==> src/hdl/efa_pkg.sv <==
package efa_pkg;

   // ---------------------------------------------------------------
   // register indices (byte address is four times the index)
   // ---------------------------------------------------------------
   localparam logic [15:0] IDX_INCR_HI = 16'h4082;
   localparam logic [15:0] IDX_INCR_LO = 16'h4083;
   localparam logic [15:0] IDX_THRESH_HI = 16'h4084;
   localparam logic [15:0] IDX_THRESH_LO = 16'h4085;
   localparam logic [15:0] IDX_CEIL_HI = 16'h4086;
   localparam logic [15:0] IDX_CEIL_LO = 16'h4087;
   localparam logic [15:0] IDX_K3_HI = 16'h4088;
   localparam logic [15:0] IDX_K3_LO = 16'h4089;
   localparam logic [15:0] IDX_K4_HI = 16'h408A;
   localparam logic [15:0] IDX_K4_LO = 16'h408B;
   localparam logic [15:0] IDX_K1_HI = 16'h408C;
   localparam logic [15:0] IDX_K1_LO = 16'h408D;
   localparam logic [15:0] IDX_K2_HI = 16'h408E;
   localparam logic [15:0] IDX_K2_LO = 16'h408F;
   localparam logic [15:0] IDX_CTRL = 16'h40A0;
   localparam logic [15:0] IDX_STAT = 16'h40A1;

   // ---------------------------------------------------------------
   // parameter slots, counted in pairs from the first index
   // ---------------------------------------------------------------
   localparam int NUM_SLOTS = 7;
   localparam logic [2:0] SLOT_INCR = 3'h0;
   localparam logic [2:0] SLOT_THRESH = 3'h1;
   localparam logic [2:0] SLOT_CEIL = 3'h2;
   localparam logic [2:0] SLOT_K3 = 3'h3;
   localparam logic [2:0] SLOT_K4 = 3'h4;
   localparam logic [2:0] SLOT_K1 = 3'h5;
   localparam logic [2:0] SLOT_K2 = 3'h6;
   localparam logic [2:0] SLOT_NONE = 3'h7;
   // one bit per slot: set where bit 15 is writable
   localparam logic [6:0] MSB_RW_MASK = 7'h17;

   // ---------------------------------------------------------------
   // fields and reset values
   // ---------------------------------------------------------------
   localparam logic [15:0] PRM_RESET = 16'h0000;
   localparam logic [7:0] CTRL_RESET = 8'h00;
   localparam int CTRL_EN_BIT = 0;
   localparam int STAT_FORCED_BIT = 0;
   localparam int STAT_CEIL_BIT = 1;
   localparam int FRAC_BITS = 8;

   // ---------------------------------------------------------------
   // timing
   // ---------------------------------------------------------------
   localparam int CLK_PERIOD_NS = 40;
   localparam int CTRL_PERIOD_NS = 1000;
   localparam int TICK_CYCLES = CTRL_PERIOD_NS / CLK_PERIOD_NS;

   // ---------------------------------------------------------------
   // types
   // ---------------------------------------------------------------
   typedef struct packed {
      logic [15:0] thresh;
      logic [15:0] ceiling;
      logic [15:0] incr;
      logic [15:0] k1;
      logic [15:0] k2;
      logic [15:0] k3;
      logic [15:0] k4;
   } efa_params_t;

   typedef enum logic {EFA_BUS_IDLE, EFA_BUS_WAIT} efa_bus_state_t;

endpackage

==> src/hdl/efa_ahb_slave.sv <==
`timescale 1ns/10ps
// ---------------------------------------------------------------
// ahb-lite front end: one wait state on every transfer
// ---------------------------------------------------------------
module efa_ahb_slave (
   input wire logic clk,
   input wire logic rst,
   input wire logic hsel,
   input wire logic [31:0] haddr,
   input wire logic [1:0] htrans,
   input wire logic hwrite,
   input wire logic [2:0] hsize,
   input wire logic [31:0] hwdata,
   input wire logic hready,
   output logic hreadyout,
   output logic hresp,
   output logic [31:0] hrdata,
   output logic acc_wr,
   output logic [31:0] acc_addr,
   output logic [7:0] acc_wdata,
   input wire logic [7:0] acc_rdata
);

   efa_pkg::efa_bus_state_t state;
   logic pend_write;

   // address phase taken only when the bus is ready and the slot is active
   always_ff @(posedge clk) begin
      if (rst) begin
         state <= efa_pkg::EFA_BUS_IDLE;
         hreadyout <= 1'b1;
         pend_write <= 1'b0;
         acc_addr <= 32'h0000_0000;
         hrdata <= 32'h0000_0000;
      end else begin
         case (state)
            efa_pkg::EFA_BUS_IDLE: begin
               if (hsel && hready && htrans[1]) begin
                  state <= efa_pkg::EFA_BUS_WAIT;
                  hreadyout <= 1'b0;
                  pend_write <= hwrite;
                  acc_addr <= haddr;
               end
            end
            efa_pkg::EFA_BUS_WAIT: begin
               // the wait state lets read data come from a flop
               state <= efa_pkg::EFA_BUS_IDLE;
               hreadyout <= 1'b1;
               hrdata <= pend_write ? 32'h0000_0000 : {24'h00_0000, acc_rdata};
            end
            default: begin
               state <= efa_pkg::EFA_BUS_IDLE;
               hreadyout <= 1'b1;
            end
         endcase
      end
   end

   // the response is always okay; unmapped words read zero
   always_ff @(posedge clk) begin
      if (rst) begin
         hresp <= 1'b0;
      end else begin
         hresp <= 1'b0;
      end
   end

   // write lands in the wait cycle, while hwdata stands
   assign acc_wr = (state == efa_pkg::EFA_BUS_WAIT) && pend_write;
   assign acc_wdata = hwdata[7:0];

endmodule // efa_ahb_slave

==> src/hdl/efa_forced_ramp.sv <==
`timescale 1ns/10ps
// ---------------------------------------------------------------
// forced speed ramp and forced angle integrator
// ---------------------------------------------------------------
module efa_forced_ramp (
   input wire logic clk,
   input wire logic rst,
   input wire logic tick,
   input wire logic run,
   input wire logic signed [23:0] incr,
   input wire logic signed [23:0] ceiling,
   output logic signed [23:0] speed,
   output logic [15:0] angle,
   output logic at_ceiling
);

   logic signed [24:0] next_sum;

   // one guard bit so the sum cannot wrap before the clamp
   assign next_sum = 25'(speed) + 25'(incr);

   // speed climbs by the increment each period, never past the ceiling
   always_ff @(posedge clk) begin
      if (rst || !run) begin
         speed <= 24'h00_0000;
         at_ceiling <= 1'b0;
      end else if (tick) begin
         if (next_sum >= 25'(ceiling)) begin
            speed <= ceiling;
            at_ceiling <= 1'b1;
         end else begin
            speed <= next_sum[23:0];
            at_ceiling <= 1'b0;
         end
      end
   end

   // angle advances by the integer part of the speed; wraps by design
   always_ff @(posedge clk) begin
      if (rst || !run) begin
         angle <= 16'h0000;
      end else if (tick) begin
         angle <= angle + speed[23:8];
      end
   end

endmodule // efa_forced_ramp

==> src/hdl/efa_regs.sv <==
`timescale 1ns/10ps
// Contract
// - threshold is 24-bit signed, software writes top 16
// - forced angle out when enabled and speed below threshold
// - threshold scaled base speed 32768, signed 16-bit range
// - ceiling 24-bit signed, upper 16; forced speed clamped
// - ceiling accepts full signed 16-bit range
// - coefficients one to three: bit 15 reads zero
// - coefficient four fully writable signed
// - forced speed raised by 24-bit increment, low 16 written

// ---------------------------------------------------------------
// estimator forced-angle parameters and angle selection
// ---------------------------------------------------------------
module efa_regs #(
   parameter int TICK_DIV = efa_pkg::TICK_CYCLES
) (
   input wire logic clk,
   input wire logic rst,
   input wire logic hsel,
   input wire logic [31:0] haddr,
   input wire logic [1:0] htrans,
   input wire logic hwrite,
   input wire logic [2:0] hsize,
   input wire logic [31:0] hwdata,
   input wire logic hready,
   output logic hreadyout,
   output logic hresp,
   output logic [31:0] hrdata,
   input wire logic signed [23:0] est_speed,
   input wire logic [15:0] est_angle,
   output logic [15:0] angle_out,
   output logic forced_active,
   output logic ctrl_tick,
   output efa_pkg::efa_params_t params
);

   // ---------------------------------------------------------------
   // declarations
   // ---------------------------------------------------------------
   logic acc_wr;
   logic [31:0] acc_addr;
   logic [7:0] acc_wdata;
   logic [7:0] acc_rdata;
   logic [15:0] prm [0:efa_pkg::NUM_SLOTS-1];
   logic [7:0] ctrl;
   logic [15:0] idx;
   logic [2:0] slot;
   logic word_ok;
   logic [15:0] cnt;
   logic tick;
   logic signed [23:0] thresh24;
   logic signed [23:0] ceil24;
   logic signed [23:0] incr24;
   logic signed [23:0] f_speed;
   logic [15:0] f_angle;
   logic f_at_ceil;
   logic sel_forced;

   // ---------------------------------------------------------------
   // helpers
   // ---------------------------------------------------------------
   // maps an index to its parameter slot, or none
   function automatic logic [2:0] slot_of(input logic [15:0] i);
      logic [15:0] d;
      d = i - efa_pkg::IDX_INCR_HI;
      if (i >= efa_pkg::IDX_INCR_HI && i <= efa_pkg::IDX_K2_LO) begin
         slot_of = d[3:1];
      end else begin
         slot_of = efa_pkg::SLOT_NONE;
      end
   endfunction

   // widens a 16-bit field to the 24-bit internal form
   function automatic logic [23:0] to_internal(input logic [15:0] v);
      to_internal = {v, 8'h00};
   endfunction

   // ---------------------------------------------------------------
   // bus front end
   // ---------------------------------------------------------------
   efa_ahb_slave u_bus (
      .clk(clk),
      .rst(rst),
      .hsel(hsel),
      .haddr(haddr),
      .htrans(htrans),
      .hwrite(hwrite),
      .hsize(hsize),
      .hwdata(hwdata),
      .hready(hready),
      .hreadyout(hreadyout),
      .hresp(hresp),
      .hrdata(hrdata),
      .acc_wr(acc_wr),
      .acc_addr(acc_addr),
      .acc_wdata(acc_wdata),
      .acc_rdata(acc_rdata)
   );

   // ---------------------------------------------------------------
   // address decode
   // ---------------------------------------------------------------
   // only aligned words inside the low index space are mapped
   assign idx = acc_addr[17:2];
   assign word_ok = (acc_addr[31:18] == 14'h0000) && (acc_addr[1:0] == 2'h0);
   assign slot = word_ok ? slot_of(idx) : efa_pkg::SLOT_NONE;

   // ---------------------------------------------------------------
   // parameter storage
   // ---------------------------------------------------------------
   // even index carries the high byte, odd index the low byte
   always_ff @(posedge clk) begin
      if (rst) begin
         for (int s = 0; s < efa_pkg::NUM_SLOTS; s++) begin
            prm[s] <= efa_pkg::PRM_RESET;
         end
      end else if (acc_wr && slot != efa_pkg::SLOT_NONE) begin
         if (!idx[0]) begin
            // bit 15 only sticks where the slot allows it
            prm[slot][15] <= acc_wdata[7] & efa_pkg::MSB_RW_MASK[slot];
            prm[slot][14:8] <= acc_wdata[6:0];
         end else begin
            prm[slot][7:0] <= acc_wdata;
         end
      end
   end

   // ---------------------------------------------------------------
   // control register
   // ---------------------------------------------------------------
   // bit 0 turns the forced-angle mode on
   always_ff @(posedge clk) begin
      if (rst) begin
         ctrl <= efa_pkg::CTRL_RESET;
      end else if (acc_wr && word_ok && idx == efa_pkg::IDX_CTRL) begin
         ctrl <= {7'h00, acc_wdata[efa_pkg::CTRL_EN_BIT]};
      end
   end

   // ---------------------------------------------------------------
   // read mux
   // ---------------------------------------------------------------
   // unmapped and reserved bits read as zero
   always_comb begin
      acc_rdata = 8'h00;
      if (slot != efa_pkg::SLOT_NONE) begin
         acc_rdata = idx[0] ? prm[slot][7:0] : prm[slot][15:8];
      end else if (word_ok && idx == efa_pkg::IDX_CTRL) begin
         acc_rdata = ctrl;
      end else if (word_ok && idx == efa_pkg::IDX_STAT) begin
         acc_rdata[efa_pkg::STAT_FORCED_BIT] = forced_active;
         acc_rdata[efa_pkg::STAT_CEIL_BIT] = f_at_ceil;
      end
   end

   // ---------------------------------------------------------------
   // parameters out to the estimator
   // ---------------------------------------------------------------
   // the stored words are themselves flops, so no extra stage
   assign params.thresh = prm[efa_pkg::SLOT_THRESH];
   assign params.ceiling = prm[efa_pkg::SLOT_CEIL];
   assign params.incr = prm[efa_pkg::SLOT_INCR];
   assign params.k1 = prm[efa_pkg::SLOT_K1];
   assign params.k2 = prm[efa_pkg::SLOT_K2];
   assign params.k3 = prm[efa_pkg::SLOT_K3];
   assign params.k4 = prm[efa_pkg::SLOT_K4];

   // ---------------------------------------------------------------
   // control period divider
   // ---------------------------------------------------------------
   // one-cycle enable per control period instead of a second clock
   always_ff @(posedge clk) begin
      if (rst) begin
         cnt <= 16'h0000;
         ctrl_tick <= 1'b0;
      end else if (cnt == 16'(TICK_DIV - 1)) begin
         cnt <= 16'h0000;
         ctrl_tick <= 1'b1;
      end else begin
         cnt <= cnt + 16'h0001;
         ctrl_tick <= 1'b0;
      end
   end

   assign tick = ctrl_tick;

   // ---------------------------------------------------------------
   // internal 24-bit forms
   // ---------------------------------------------------------------
   // written bits sit high for threshold and ceiling, low for increment
   assign thresh24 = to_internal(prm[efa_pkg::SLOT_THRESH]);
   assign ceil24 = to_internal(prm[efa_pkg::SLOT_CEIL]);
   assign incr24 = {8'h00, prm[efa_pkg::SLOT_INCR]};

   // ---------------------------------------------------------------
   // forced ramp
   // ---------------------------------------------------------------
   // ramp restarts from zero whenever the mode is switched off
   efa_forced_ramp u_ramp (
      .clk(clk),
      .rst(rst),
      .tick(tick),
      .run(ctrl[efa_pkg::CTRL_EN_BIT]),
      .incr(incr24),
      .ceiling(ceil24),
      .speed(f_speed),
      .angle(f_angle),
      .at_ceiling(f_at_ceil)
   );

   // ---------------------------------------------------------------
   // angle selection
   // ---------------------------------------------------------------
   // signed compare: a negative threshold never forces a positive speed
   assign sel_forced = ctrl[efa_pkg::CTRL_EN_BIT] && (est_speed < thresh24);

   // registered so the angle output comes from a flop
   always_ff @(posedge clk) begin
      if (rst) begin
         angle_out <= 16'h0000;
         forced_active <= 1'b0;
      end else begin
         angle_out <= sel_forced ? f_angle : est_angle;
         forced_active <= sel_forced;
      end
   end

endmodule // efa_regs

==> config.mk <==
export PLATFORM = sky130hd
export DESIGN_NAME = efa_regs
export DESIGN_NICKNAME = d
export VERILOG_FILES = /design/src/hdl/efa_pkg.sv /design/src/hdl/efa_ahb_slave.sv /design/src/hdl/efa_forced_ramp.sv /design/src/hdl/efa_regs.sv
export SDC_FILE = /design/constraint.sdc
export NUM_CORES = 1
export LEC_CHECK = 0
export ABC_AREA = 1
export BUFFER_PORTS_ARGS = -buffer_cell sky130_fd_sc_hd__buf_2
export CAP_MARGIN = 20
export CORE_ASPECT_RATIO = 0.9
export CORE_MARGIN = 2
export CORE_UTILIZATION = 25
export DETAILED_ROUTE_END_ITERATION = 6
export GPL_TIMING_DRIVEN = 0
export PLACE_DENSITY = 0.52
export SLEW_MARGIN = 20
export SYNTH_ARGS = -nofsm -noshare
export SYNTH_HDL_FRONTEND = slang
export SYNTH_SLANG_ARGS = --single-unit
==> constraint.sdc <==
create_clock -name clk -period 5.6 [get_ports clk]
set_input_delay 0.56 -clock clk [delete_from_list [all_inputs] [get_ports clk]]
set_output_delay 0.56 -clock clk [all_outputs]
set_load 0.01 [all_outputs]
==> out/metrics.yaml <==
outcome:
  outcome: "finished, final reports clean"
cts:
  clkLatencyLatePin_ns: 0.61
  cts_max_path_buffers: 3
  hold_buffers: 0
  cts.clk_slew.worst_paths_ns: 0.07
  numCtsBuffers: 30
  cts_setup_buffers: 0
  htreeDepth: 1
  cts_resized: 0
  clock_sinks: 247
  cts-root-buf: "clkbuf_16"
  cts_tree: "done"
timing:
  fin_skew_ns: 0.0493
  tightestPinTransition_ns: 0.974
  slew_violations: 0
  min_period_over_period_pct: 84.4
  setup_ws_ns: 0.872
  hold_viol: 0
  maxSlewHeadroom_pct: 34.8
  rsz0062_at_grt: "no"
  hold-worst-slack_ns: 0.176
  setup_viol: 0
  maxClockFrequency_mhz: 211
  finalCriticalPeriod_ns: 4.73
  tns_ns: 0
power_and_ir_drop:
  power_mw: 4.33
  leakagePower_nw: 7.64
  powerDensity_nw_per_um2: 256
  vdd_ir_drop_max_uv: 224
synth:
  avgSynthCellArea_um2: 7.69
  synthFlopType: "dfxtp_1"
  synth_area_um2: 13800
  syn_inst: 1793
  ys_warn_count: 0
  ys_types: 50
  async_reset_ff_share_pct: 0
  ys_seq_area_share_pct: 44.0
  synth_edf_count: 112
  ys_ff_latch: 247
cells_and_area:
  drive_gt1_share_pct: 17.0
  antenna_cells: 0
  final_core_util_pct: 31.1
  mostFrequentLayoutCells: "358 x nand2_1, 240 x buf_2, 236 x nor2_1"
  nets: 2264
  area_growth_pct: 22.7
  final_common_cell: "nand2_1"
worst_hold_path:
  whs_path_depth: 3
  whs_endpoint: "u_bus.acc_addr[12]"
  hold_path_class: "in2reg"
  holdCritStartpoint: "haddr[12]"
routing:
  drtAntennaViolNets: 0
  drc_errors: 0
  wl_per_cell_um: 18.9
  num_vias: 13400
  routed_wl_um: 53000
  first_pass_iters: 6
  via_per_inst: 4.78
  drt-initial-drc-count: 1138
setup_path:
  critical_path_arrival_ns: 5.22
  critPathLaunchType: "flop"
  crit_required_ns: 6.10
  critPathKind: "reg2reg"
  crit_fanout: 10
  r2r_start: "prm[0][0]"
  r2r_cells: 24
  reg2reg_to: "u_ramp.speed[12]"
  reg2reg_slack_ns: 0.87
  endpoint_kind: "flop"
die:
  fp.dieW_um: 252
  fp-row-count: 81
  core_um2: 54400
  dieHeight_um: 227
  start_util_pct: 25.3
  dieArea_um2: 57000
  io_pins: 278
global_routing:
  antenna_found_initial: 0
  overflow: 0
  grt_pass1_vias: 12700
  grt_pass1_wl_um: 77100
  grt_start_max_net_pins: 17
  track_usage_pct: 18.1
placed_design:
  place_congestion: 0.968
  place_hpwl_um: 42500
  place_worst_setup_slack_ns: 1.08
  numPortBuffers: 215
job:
  maxCapViolCount: 0
==> worst max-delay path, stage by stage, from the launching register on <==
cell and delay, ns:
edfxtp_1 0.47, ha_1 0.31, fa_1 0.46, nand4_1 0.15, nand3_1 0.18, nand2_1 0.14, nand2_1 0.10, nand2_1 0.08
nand2_1 0.13, xor2_1 0.35, inv_1 0.09, ha_1 0.30, nand2_1 0.09, nor2_1 0.25, nand2_1 0.08, nor2_1 0.12
nand3_1 0.07, nor2_1 0.13, nand4_1 0.22, nand2_2 0.22, nand2_1 0.10, buf_2 0.21, nand2_1 0.07, nand3_1 0.12
a21oi_1 0.18
==> routing by layer <==
layer,wire length (µm),track usage (%)
met1,23700,25.0
met2,23100,28.6
met3,4860,3.65
met4,1330,4.99
met5,0,0
==> flip-flops by register name (all words and copies together) (netlist names) <==
register           flops
u_bus.pend_write       1
u_bus.hrdata           8
u_bus.acc_addr        32
ctrl                   1
u_ramp.at_ceiling      1
angle_out             16
ctrl_tick              1
prm                  128
u_bus.state            1
u_ramp.speed          24
u_ramp.angle          16
u_bus.hreadyout        1
cnt                   16
forced_active          1
==> Yosys cell counts (4+ instances only) <==
| cell | count | area share [%] |
|---|---|---|
| a21o_1 | 7 | 0.38 |
| a21oi_1 | 162 | 5.9 |
| buf_1 | 6 | 0.16 |
| buf_2 | 25 | 0.91 |
| buf_4 | 25 | 1.4 |
| clkbuf_1 | 37 | 1.0 |
| dfxtp_1 | 135 | 20 |
| edfxtp_1 | 112 | 24 |
| ha_1 | 66 | 6.0 |
| inv_1 | 179 | 4.9 |
| inv_2 | 8 | 0.22 |
| nand2_1 | 358 | 9.7 |
| nand2_2 | 7 | 0.32 |
| nand3_1 | 160 | 5.8 |
| nand3_2 | 4 | 0.29 |
| nand3b_1 | 5 | 0.27 |
| nand4_1 | 42 | 1.9 |
| nor2_1 | 236 | 6.4 |
| nor2_2 | 9 | 0.41 |
| nor3_1 | 19 | 0.69 |
| nor4_1 | 5 | 0.23 |
| o211ai_1 | 6 | 0.33 |
| o21ai_0 | 107 | 3.9 |
| o21bai_1 | 5 | 0.27 |
| o221ai_1 | 5 | 0.32 |
| xnor2_1 | 7 | 0.44 |
| xor2_1 | 13 | 0.83 |
==> layout make-up <==
cell class,count,area (µm²)
Multi-Input combinational cell,1301,6660
Buffer,95,497
Fill cell,5864,37500
Sequential cell,247,6070
Tap cell,705,882
Clock inverter,17,225
Timing Repair Buffer,216,1080
Inverter,191,718
Clock buffer,36,783
==> where the power goes <==
group	internal, mW	switching [mW]
clock	1.18	0.830
sequential	1.93	0.0442
combinational	0.116	0.217
==> metrics by stage <==
stage	area, µm²	std cells
final	16900	2808
after floorplan	13900	1834
after CTS	16900	2807
after global routing	16900	2808
after detailed placement	15900	2754
after global placement	15900	2754
==> how the worst max path moves through the flow <==
| stage | start | end | slack, ns | depth (start not counted) |
|---|---|---|---|---|
| floorplan | prm[0][0] | u_ramp.speed[16] | 2.16 | 23 |
| global placement | prm[0][0] | u_ramp.speed[12] | 1.07 | 24 |
| CTS | prm[0][0] | u_ramp.speed[12] | 1.01 | 24 |
| global route | prm[0][0] | u_ramp.speed[11] | 0.63 | 24 |
| finish | prm[0][0] | u_ramp.speed[12] | 0.87 | 24 |
| detailed placement | prm[0][0] | u_ramp.speed[12] | 1.08 | 24 |
==> logic make-up after synthesis <==
family / after synthesis / share of synthesized area [%]
buf+inv: 286 / 8.81
flops: 247 / 44.0
xor+xnor: 20 / 1.27
simple gates: 864 / 27.7
other cells: 1 / 0.0272
compound gates: 307 / 11.9
fa+ha+maj: 68 / 6.28
No activity file was read; power rests on OpenSTA's default activity.
